--- config.mk ---
export PLATFORM = sky130hd
export DESIGN_NAME = qwd_quadrature_wheel_decoder
export DESIGN_NICKNAME = d
export VERILOG_FILES = /design/src/rtl/qwd_quadrature_wheel_decoder.v
export VERILOG_INCLUDE_DIRS = /design/src /design/src/rtl
export SDC_FILE = /design/constraint.sdc
export NUM_CORES = 1
export LEC_CHECK = 0
export CORE_MARGIN = 1
export CORE_UTILIZATION = 57
export CTS_CLUSTER_SIZE = 8
export DETAILED_ROUTE_END_ITERATION = 8
export DONT_BUFFER_PORTS = 1
export HOLD_SLACK_MARGIN = 0.06
export PLACE_DENSITY = 0.75
export SLEW_MARGIN = 0
export SYNTH_ARGS = -nofsm -noshare
export SYNTH_HDL_FRONTEND = slang
export SYNTH_SLANG_ARGS = --single-unit
--- constraint.sdc ---
create_clock -name clk -period 3.6 [get_ports clk]
set_input_delay 0.36 -clock clk [delete_from_list [all_inputs] [get_ports clk]]
set_output_delay 0.36 -clock clk [all_outputs]
set_load 0.05 [all_outputs]
--- src/rtl/qwd_defines.vh ---
// Constants for the quadrature wheel decoder: register indices, field positions,
// reset values and timing counts. Included by the decoder top module and the bus checker.
`ifndef QWD_DEFINES_VH
`define QWD_DEFINES_VH

// Register indices; the byte address on the bus is four times the index.
`define QWD_IDX_SYSRST 8'h60
`define QWD_IDX_COUNT 8'hd0
`define QWD_IDX_CFG 8'hd1
`define QWD_IDX_SELA 8'hd2
`define QWD_IDX_SELB 8'hd3
`define QWD_IDX_RSVD 8'hd6
`define QWD_IDX_ACC 8'hd7
`define QWD_IDX_LOAD 8'hd8

// Field positions.
`define QWD_SYSRST_DEC_BIT 5
`define QWD_CFG_FILT_MSB 2
`define QWD_CFG_POL_BIT 4
`define QWD_CFG_SHUTTLE_BIT 5
`define QWD_SEL_MSB 2
`define QWD_ACC_DOUBLE_BIT 0
`define QWD_LOAD_BIT 0
`define QWD_RSVD_BIT 0

// Reset values.
`define QWD_RST_COUNT 8'h00
`define QWD_RST_CFG 8'h00
`define QWD_RST_SELA 3'h0
`define QWD_RST_SELB 3'h1
`define QWD_RST_ACC 1'b1
`define QWD_RST_LOAD 1'b0
`define QWD_RST_SYSRST 1'b0

// Timing: system clock frequency in Hz, slow clock period in ns, and the divider between them.
`define QWD_SYS_CLK_HZ 20000000
`define QWD_SLOW_CLK_PERIOD_NS 31250
`define QWD_SLOW_DIV ((`QWD_SYS_CLK_HZ / 1000) * `QWD_SLOW_CLK_PERIOD_NS / 1000000)
`define QWD_SLOW_DIV_W 10

// Sample periods a level must hold: 2^(n+1)*3 slow periods at a 2^n sample period.
`define QWD_FILT_SAMPLES 3'h6
`define QWD_FILT_W 3
`define QWD_PRESC_W 8

`endif

--- src/rtl/qwd_quadrature_wheel_decoder.v ---
// Quadrature wheel decoder with debounce filter, pin selection, snapshot count
// register and a classic Wishbone register slave.
// Assumes pin inputs are asynchronous to clk and that software drives the bus
// with single classic cycles.
// Assumes clk runs at 20 MHz; the slow-clock divider is built on that figure.
//
// Our own choice: the Wishbone slave port.
`timescale 1ns/1ns
`include "qwd_defines.vh"

module qwd_quadrature_wheel_decoder (
    // Clock and reset
    input wire clk,
    input wire sys_rst,
    // Wishbone slave
    input wire wb_cyc_i,
    input wire wb_stb_i,
    input wire wb_we_i,
    input wire [9:0] wb_adr_i,
    input wire [3:0] wb_sel_i,
    input wire [31:0] wb_dat_i,
    output reg [31:0] wb_dat_o,
    output reg wb_ack_o,
    // Candidate phase pins: PA[2], PA[3], PB[6], PB[7], PC[2], PC[3], PD[6], PD[7]
    input wire [7:0] pinIn
);

    // Picks one of the eight synchronised candidate pins.
    function pickPin;
        input [7:0] pins;
        input [2:0] sel;
        begin
            pickPin = pins[sel];
        end
    endfunction

    // Debounce step: returns {new filtered level, new run length}.
    // A change is accepted only when the run of differing samples fills the window;
    // one agreeing sample restarts the run, which is what drops short glitches.
    function [`QWD_FILT_W:0] filtStep;
        input sample;
        input level;
        input [`QWD_FILT_W-1:0] run;
        begin
            if (sample == level) begin
                filtStep = {level, {`QWD_FILT_W{1'b0}}};
            end else if (run == `QWD_FILT_SAMPLES - 3'h1) begin
                filtStep = {sample, {`QWD_FILT_W{1'b0}}};
            end else begin
                filtStep = {level, run + 3'h1};
            end
        end
    endfunction

    // Register file.
    reg [7:0] snapshot_reg;
    reg [2:0] filtN_reg;
    reg polarity_reg;
    reg shuttle_reg;
    reg [2:0] selA_reg;
    reg [2:0] selB_reg;
    reg rsvd_reg;
    reg doubleMode_reg;
    reg loadReq_reg;
    reg decReset_reg;

    // Decoder state.
    reg [7:0] pinMeta_reg;
    reg [7:0] pinSync_reg;
    reg [`QWD_SLOW_DIV_W-1:0] slowDiv_reg;
    reg [`QWD_PRESC_W-1:0] presc_reg;
    reg filtA_reg;
    reg filtB_reg;
    reg [`QWD_FILT_W-1:0] runA_reg;
    reg [`QWD_FILT_W-1:0] runB_reg;
    reg prevA_reg;
    reg prevB_reg;
    reg [7:0] edgeCount_reg;

    // Bus decode and decoder datapath nets.
    wire [7:0] regIdx;
    wire access;
    wire doWrite;
    wire doRead;
    wire slowTick;
    wire sampleTick;
    wire [`QWD_PRESC_W-1:0] prescMax;
    wire rawA;
    wire rawB;
    wire [`QWD_FILT_W:0] stepA;
    wire [`QWD_FILT_W:0] stepB;
    wire edgeA;
    wire edgeB;
    reg countUp;
    reg countDown;
    reg [31:0] readData;
    wire loadWrite;
    wire countRead;
    wire [7:0] cfgReset;

    assign regIdx = wb_adr_i[9:2];
    assign access = wb_cyc_i & wb_stb_i & ~wb_ack_o;
    assign doWrite = access & wb_we_i & wb_sel_i[0];
    assign doRead = access & ~wb_we_i;
    // A load request and a count read are decoded once and used by the snapshot logic.
    assign loadWrite = doWrite & (regIdx == `QWD_IDX_LOAD) & wb_dat_i[`QWD_LOAD_BIT];
    assign countRead = doRead & (regIdx == `QWD_IDX_COUNT);
    assign cfgReset = `QWD_RST_CFG;

    // Wishbone: one wait state, ack for exactly one cycle, unmapped reads return zero.
    // Read data is latched at the accepting edge and then held, so the master takes
    // it at the ack edge with no combinational path from the address. A request is
    // only taken while ack is low, so a strobe held into the ack cycle is served once.
    always @(posedge clk) begin
        if (sys_rst) begin
            wb_ack_o <= 1'b0;
            wb_dat_o <= 32'h0000_0000;
        end else begin
            wb_ack_o <= access;
            if (doRead) begin
                wb_dat_o <= readData;
            end
        end
    end

    // Read mux. Unused bits and unmapped indices read as zero, the reserved bit reads back as written, and unmapped
    // indices are still acknowledged, so a stray access can never hang the bus.
    // The internal counter has no index of its own.
    always @* begin
        readData = 32'h0000_0000;
        case (regIdx)
            `QWD_IDX_SYSRST: readData[`QWD_SYSRST_DEC_BIT] = decReset_reg;
            `QWD_IDX_COUNT: readData[7:0] = snapshot_reg;
            `QWD_IDX_CFG: begin
                readData[`QWD_CFG_FILT_MSB:0] = filtN_reg;
                readData[`QWD_CFG_POL_BIT] = polarity_reg;
                readData[`QWD_CFG_SHUTTLE_BIT] = shuttle_reg;
            end
            `QWD_IDX_SELA: readData[`QWD_SEL_MSB:0] = selA_reg;
            `QWD_IDX_SELB: readData[`QWD_SEL_MSB:0] = selB_reg;
            `QWD_IDX_RSVD: readData[`QWD_RSVD_BIT] = rsvd_reg;
            `QWD_IDX_ACC: readData[`QWD_ACC_DOUBLE_BIT] = doubleMode_reg;
            `QWD_IDX_LOAD: readData[`QWD_LOAD_BIT] = loadReq_reg;
            default: readData = 32'h0000_0000;
        endcase
    end

    // Configuration registers. Writes act on the low byte lane only; a write with
    // sel[0] low is dropped whole, so a narrow write never half-updates a field.
    always @(posedge clk) begin
        if (sys_rst) begin
            filtN_reg <= cfgReset[`QWD_CFG_FILT_MSB:0];
            polarity_reg <= cfgReset[`QWD_CFG_POL_BIT];
            shuttle_reg <= cfgReset[`QWD_CFG_SHUTTLE_BIT];
            selA_reg <= `QWD_RST_SELA;
            selB_reg <= `QWD_RST_SELB;
            rsvd_reg <= 1'b0;
            doubleMode_reg <= `QWD_RST_ACC;
            decReset_reg <= `QWD_RST_SYSRST;
        end else if (doWrite) begin
            case (regIdx)
                `QWD_IDX_SYSRST: decReset_reg <= wb_dat_i[`QWD_SYSRST_DEC_BIT];
                `QWD_IDX_CFG: begin
                    filtN_reg <= wb_dat_i[`QWD_CFG_FILT_MSB:0];
                    polarity_reg <= wb_dat_i[`QWD_CFG_POL_BIT];
                    shuttle_reg <= wb_dat_i[`QWD_CFG_SHUTTLE_BIT];
                end
                `QWD_IDX_SELA: selA_reg <= wb_dat_i[`QWD_SEL_MSB:0];
                `QWD_IDX_SELB: selB_reg <= wb_dat_i[`QWD_SEL_MSB:0];
                `QWD_IDX_RSVD: rsvd_reg <= wb_dat_i[`QWD_RSVD_BIT];
                `QWD_IDX_ACC: doubleMode_reg <= wb_dat_i[`QWD_ACC_DOUBLE_BIT];
                default: decReset_reg <= decReset_reg;
            endcase
        end
    end

    // Load request and snapshot. A pending load is served on the cycle after the
    // write, so a read issued after the load bit reads zero always sees fresh data.
    // A new load request wins over the self-clear, and a pending copy wins over the
    // clear-on-read, so neither a request nor a count is ever lost.
    always @(posedge clk) begin
        if (sys_rst) begin
            loadReq_reg <= `QWD_RST_LOAD;
            snapshot_reg <= `QWD_RST_COUNT;
        end else begin
            if (loadWrite) begin
                loadReq_reg <= 1'b1;
            end else if (loadReq_reg) begin
                loadReq_reg <= 1'b0;
            end
            if (loadReq_reg) begin
                snapshot_reg <= edgeCount_reg;
            end else if (countRead) begin
                snapshot_reg <= 8'h00;
            end
        end
    end

    // Pin synchroniser: the first stage feeds only the second.
    // Every candidate pin is synchronised, not only the two selected ones, so a
    // selector change never hands a metastable stage to the decoder.
    always @(posedge clk) begin
        if (sys_rst) begin
            pinMeta_reg <= 8'h00;
            pinSync_reg <= 8'h00;
        end else begin
            pinMeta_reg <= pinIn;
            pinSync_reg <= pinMeta_reg;
        end
    end

    // The decoder is paced by a slow-clock tick made from clk, so it keeps the
    // same timing as a true slow-clock domain without a second clock tree.
    assign slowTick = (slowDiv_reg == `QWD_SLOW_DIV - 1);
    assign prescMax = (8'h01 << filtN_reg) - 8'h01;
    assign sampleTick = slowTick && (presc_reg == prescMax);

    always @(posedge clk) begin
        if (sys_rst) begin
            slowDiv_reg <= {`QWD_SLOW_DIV_W{1'b0}};
            presc_reg <= {`QWD_PRESC_W{1'b0}};
        end else begin
            if (slowTick) begin
                slowDiv_reg <= {`QWD_SLOW_DIV_W{1'b0}};
            end else begin
                slowDiv_reg <= slowDiv_reg + 10'h001;
            end
            // The prescaler is also cleared when it lies above a newly written, smaller
            // limit; left alone it would run on to its wrap-around and stall sampling
            // for up to 256 slow periods.
            if (sampleTick || presc_reg > prescMax) begin
                presc_reg <= {`QWD_PRESC_W{1'b0}};
            end else if (slowTick) begin
                presc_reg <= presc_reg + 8'h01;
            end
        end
    end

    // Selected pins, turned so that the idle level is always low inside.
    // Polarity is applied after selection, so both channels share one idle level.
    assign rawA = pickPin(pinSync_reg, selA_reg) ^ polarity_reg;
    assign rawB = pickPin(pinSync_reg, selB_reg) ^ polarity_reg;
    assign stepA = filtStep(rawA, filtA_reg, runA_reg);
    assign stepB = filtStep(rawB, filtB_reg, runB_reg);

    // Debounce: a level is taken only after it held for six sample periods.
    // prevA/prevB follow the filtered levels every clk, so each accepted edge shows
    // as a one-cycle pulse on edgeA/edgeB.
    always @(posedge clk) begin
        if (sys_rst) begin
            filtA_reg <= 1'b0;
            filtB_reg <= 1'b0;
            runA_reg <= {`QWD_FILT_W{1'b0}};
            runB_reg <= {`QWD_FILT_W{1'b0}};
            prevA_reg <= 1'b0;
            prevB_reg <= 1'b0;
        end else begin
            if (sampleTick) begin
                filtA_reg <= stepA[`QWD_FILT_W];
                runA_reg <= stepA[`QWD_FILT_W-1:0];
                filtB_reg <= stepB[`QWD_FILT_W];
                runB_reg <= stepB[`QWD_FILT_W-1:0];
            end
            prevA_reg <= filtA_reg;
            prevB_reg <= filtB_reg;
        end
    end

    assign edgeA = filtA_reg ^ prevA_reg;
    assign edgeB = filtB_reg ^ prevB_reg;

    // Direction decode. Both phases cannot change in one sample period if the
    // encoder keeps its edge spacing; a simultaneous change is dropped as invalid.
    // Double mode with A leading: the moving phase ends up different from the other
    // phase when A moves and equal to it when B moves, and both are steps up; the
    // mirror cases are steps down. Common mode counts only the edge that makes the
    // two phases equal again, which is B when A leads.
    // Limitation: shuttle mode takes A pulses as forward and B pulses as backward;
    // a wheel wired the other way round counts in reverse.
    always @* begin
        countUp = 1'b0;
        countDown = 1'b0;
        if (edgeA != edgeB) begin
            if (shuttle_reg) begin
                // Non-overlapping pulses: A pulses count up, B pulses down.
                if (edgeA && (doubleMode_reg || filtA_reg)) begin
                    countUp = 1'b1;
                end
                if (edgeB && (doubleMode_reg || filtB_reg)) begin
                    countDown = 1'b1;
                end
            end else if (doubleMode_reg) begin
                // Every edge of either phase counts.
                countUp = edgeA ? (filtA_reg != filtB_reg) : (filtB_reg == filtA_reg);
                countDown = ~countUp;
            end else if (filtA_reg == filtB_reg) begin
                // Count only when the second phase has made the matching edge.
                countUp = edgeB;
                countDown = edgeA;
            end
        end
    end

    // Internal edge counter, never mapped onto the bus.
    // The decoder reset bit is a level: the counter stays at zero until software
    // clears the bit again, so a wheel turned meanwhile is not counted.
    // The decode never raises both directions in one cycle, so the order of the two
    // branches below carries no meaning.
    always @(posedge clk) begin
        if (sys_rst || decReset_reg) begin
            edgeCount_reg <= 8'h00;
        end else if (countUp) begin
            edgeCount_reg <= edgeCount_reg + 8'h01;
        end else if (countDown) begin
            edgeCount_reg <= edgeCount_reg - 8'h01;
        end
    end

    // The internal counter has no bus index; software sees it only through a load
    // into the snapshot, which never follows the counter on its own.

endmodule

Word level (Yosys, flattened, before mapping)
Index checks and enable logic that the tools add are counted.
- equality and inequality tests: 18
- bitwise operators: 17
- shift operators: 1
- reductions and logical operators: 19
- mux-type cells: 30
- $lt $le $gt $ge: 3
- $add $sub $neg: 7
- operator list (operator ; number):
    $eq 8x8->1 const B ; 7
    $mux 8 ; 4
    $add 8x1->8 const B ; 2
    $sub 8x1->8 const B ; 2
    $mux 1 ; 15
    $mux 3 ; 4
    $reduce_and 2->1 ; 6
    $add 10x1->10 const B ; 1
    $eq 10x10->1 const B ; 1
    $and 1x1->1 ; 8
    $eq 8x7->1 const B ; 1
    $eq 8x8->1 ; 1
    $gt 8x8->1 ; 1
    $lt 3x4->1 const B ; 2
    $pmux 2 s4 ; 1
    $shl 1x3->8 const A ; 1
    $pmux 1 s7 ; 1
    $add 3x1->3 const B ; 2
    $bmux 1 s3 ; 2
    $eq 3x3->1 const B ; 2
    $reduce_and 3->1 ; 2
    $not 1->1 ; 5
    $eq 1x1->1 ; 4
    $logic_or 1x1->1 ; 4
    other kinds (8) ; 16
- input bits: 59
- word-level logic and storage cells: 118
- output and inout port bits: 33
- register bits after elaboration: 84

Logic depth before layout (Yosys ltp)
- depth after elaboration: 8
- depth in mapped cells: 13
- mapped depth without buffers: 12

Least setup slack after synthesis
OpenSTA, ideal clock, no wires.
- path type: reg-to-reg
- start: register filtA_reg
- end: register edgeCount_reg[7]
- data required time: 3.472 ns
- cell stages (with the launch flop): 14
- setup time: 0.128 ns
- buffers on the path: 1
- clock period less this slack: 3.419 ns
- arrival time: 3.292 ns
- slack: 0.181 ns
- cells stage by stage: dfxtp_1 clkbuf_1 xor2_1 ha_1 or3b_2 nand4_1 o22a_1 ha_1 a21oi_1 o21ai_0 a2111oi_0 o211a_1 o21ai_0 nor3b_1
- word-level cells in the longest chain between the ends: 7
- elaborated cells on any way between the ends: 20
- classes of those cells: eq/ne (4); mux (11); bitwise (2); reduce/logical (3)
- RTL lines (item ; RTL line ; text):
    start, declared ; qwd_quadrature_wheel_decoder.v:72 ; reg filtA_reg;
    start signal, assigned ; qwd_quadrature_wheel_decoder.v:259 ; filtA_reg <= stepA[`QWD_FILT_W];
    $eq 1x1->1, or another cell as far along ; qwd_quadrature_wheel_decoder.v:294, qwd_quadrature_wheel_decoder.v:296 ;
    $mux 1 ; qwd_quadrature_wheel_decoder.v:294 ; countUp = edgeA ? (filtA_reg != filtB_reg) : (filtB_reg == filtA_reg);
    $not 1->1 ; qwd_quadrature_wheel_decoder.v:295 ; countDown = ~countUp;
    $mux 1 ; qwd_quadrature_wheel_decoder.v:292 ; end else if (doubleMode_reg) begin
    $mux 1 ; qwd_quadrature_wheel_decoder.v:284 ; if (shuttle_reg) begin
    $mux 1 ; qwd_quadrature_wheel_decoder.v:283 ; if (edgeA != edgeB) begin
    $reduce_bool 2->1 (no line) ; - ;
    end signal, assigned ; qwd_quadrature_wheel_decoder.v:313 ; edgeCount_reg <= edgeCount_reg + 8'h01;
    end signal, assigned ; qwd_quadrature_wheel_decoder.v:315 ; edgeCount_reg <= edgeCount_reg - 8'h01;
    end, declared ; qwd_quadrature_wheel_decoder.v:78 ; reg [7:0] edgeCount_reg;
Parallel ways exist; a longest one is shown, timed or not.
A chain may end at the register's enable or synchronous reset.

Worst setup path in the final report
Same ends and word-level chain as after synthesis.

==> impl_metrics.toml <==
[run_status]
status = "finished clean"

[sta]
timing.final.crit_share_pct = 90.6
slew_violations = 0
setup_tns_ns = 0
period_minus_slack_ns = 3.26
fmax_mhz = 307
fin_skew_ns = 0.0123
setup_violations = 0
hold_viol_final = 0
tightest_slew_ns = 0.685
rsz0062_at_grt = "no"
relSlewSlack_pct = 53.9

[cells_and_area]
antennaDiodeCount = 0
fin_area_um2 = 4450
register_area_um2 = 1680
final_cells = 567
final_nets = 542
largest_reg_flops = 10
final_core_util_pct = 61.4
layout-drive-gt1-share_pct = 9.19
syn2layout_area_growth_pct = 3.79
n_fill_cell = 635
multi_input_area_um2 = 2390

[setup_path]
crit_fanout = 7
start_kind = "register"
worst_ep_required_time_ns = 3.84
endpoint_kind = "register"
critPathKind = "register to register"
critPathArrivalTime_ns = 3.50

[routing]
viasPerCell = 5.55
ant_nets = 0
num_vias = 3146
drcViolationCount = 0
met1Wirelength_mm = 3.57
top_layer_used = "met4"
wl_met2_mm = 3.82
avgRoutedWirePerCell_um = 14.0
drtIter0Drc = 168
drt_pass1_iterations = 5
wl_met3_um = 435
wl_mm = 7.94

[floorplanning]
core_um2 = 7250
pin_count = 92
die_w_um = 88.7
initial_core_util_pct = 59.1
die_h_um = 88.7
die_area_um2 = 7870
num_rows = 31

[yosys]
ys_seq_elements = 84
synthArstFlopShare_pct = 0
syn_inst = 469
synth_cell_types = 57
ys_warn_count = 0
syn_area_per_cell_um2 = 9.14
synth_ff_type = "dfxtp_1"
ys_seq_area_share_pct = 39.2
synth_area_um2 = 4290
synth_edf_count = 0

[clocking]
cts_tree = "yes"
cts_inserted_buffers = 9
cts_root_buf = "clkbuf_8"
clk_pin_slew_ns = 0.09
hold_buffers = 0
ctsHtreeMaxLevel = 3
cts.sinks = 84
clockBufferDepth = 2
clock_latency_ns = 0.35
cts_resized = 0
post_cts_buffers = 0

[hold_path]
hp-class = "input pin to register"

[placement]
placed_area_um2 = 4280
port_buffers = 0
dp_cells = 552
place_congestion = 0.821
dp_hpwl_mm = 5.78

[global_routing]
grt_start_max_net_pins = 63
grt_pass1_wl_mm = 12.9
antenna_found_initial = 0
groute.usage.overall_pct = 21.5
grt_pass1_vias = 2786
overflow = 0

[pwr]
powerDensity_nw_per_um2 = 366
leakagePower_nw = 1.76
finalPower_mw = 1.63
irDropWorstVdd_mv = 0.324

[job]
cap_violations = 0
## final cells by class
| class | instances | share of cell area (%) |
|---|---|---|
| Multi-Input combinational cell | 351 | 53.8 |
| Sequential cell | 84 | 37.8 |
| Clock buffer | 9 | 2.78 |
| Tap cell | 99 | 2.78 |
| Inverter | 13 | 1.10 |
| Clock inverter | 6 | 0.956 |
| Timing Repair Buffer | 5 | 0.843 |
## cell usage in the layout, fill, tap and decap left out, types with 10 or more instances in the layout
cell type	count
xor2_1	14
conb_1	25
nand2_1	27
mux2i_1	23
inv_1	13
a21oi_1	33
nor2_1	57
ha_1	18
dfxtp_1	84
xnor2_1	11
nor2b_1	20
nand3b_1	10
nand3_1	14
## synthesized netlist by cell type, drive strengths merged (11+ instances only)
cell type	instances	area share, %
nor2	57	5.0
xor2	14	2.9
dfxtp	84	39
inv	13	1.1
ha	18	5.3
buf	28	4.6
xnor2	11	2.2
mux2i	23	5.4
nand2	27	2.4
a21oi	33	3.9
clkbuf	16	1.4
nand3	14	1.6
nor2b	20	2.9
## power by group
group	internal, mW	total, mW	switching (mW)	leakage [nW]
logic	0.0235	0.102	0.0785	0.998
clock network	0.246	0.576	0.330	0.0811
registers	0.941	0.953	0.0117	0.681
total	1.21	1.63	0.420	1.76
## routing by layer
layer  vias to the layer above  track usage, %
met5                         -               0
li1                       1575               -
met4                         0            7.62
met2                        84            34.5
met1                      1477            28.6
met3                        10            4.48
## cell families after synthesis
group / share of synthesized area (%)
and+or+nand+nor: 23.2
DFF: 39.2
AOI/OAI and AO/OA: 9.05
buffers and inverters: 7.15
muxes: 9.31
xor gates and xnor gates: 6.22
adders and majority gates: 5.72
other: 0.175
## path summary, 6_finish.rpt
path / endpoint / start / depth (start not counted) / slack [ns]
max: edgeCount_reg[7] / filtA_reg / 12 / 0.34
min: slowDiv_reg[3] / sys_rst / 1 / 0.09
max reg2reg: edgeCount_reg[7] / filtA_reg / 12 / 0.34
min reg2reg: pinSync_reg[5] / pinMeta_reg[5] / 1 / 0.44
## stage by stage
step	worst slack [ns]	hold slack (ns)
floorplan	0.181	0.414
global route	0.0374	0.0603
detailed placement	0.165	0.422
global placement	0.201	0.417
finish	0.339	0.0941
CTS	0.153	0.0676
## worst max-delay path: stages (launching register included)
cell	delay [ns]
dfxtp_1	0.35
xor2_1	0.26
ha_1	0.30
or3b_2	0.44
nand4_1	0.11
o22a_1	0.29
ha_1	0.28
a21oi_1	0.19
o21ai_0	0.15
a2111oi_2	0.36
o211a_1	0.22
o21ai_0	0.07
nor3b_1	0.14
Note: power is estimated with default switching activity, not from simulation.
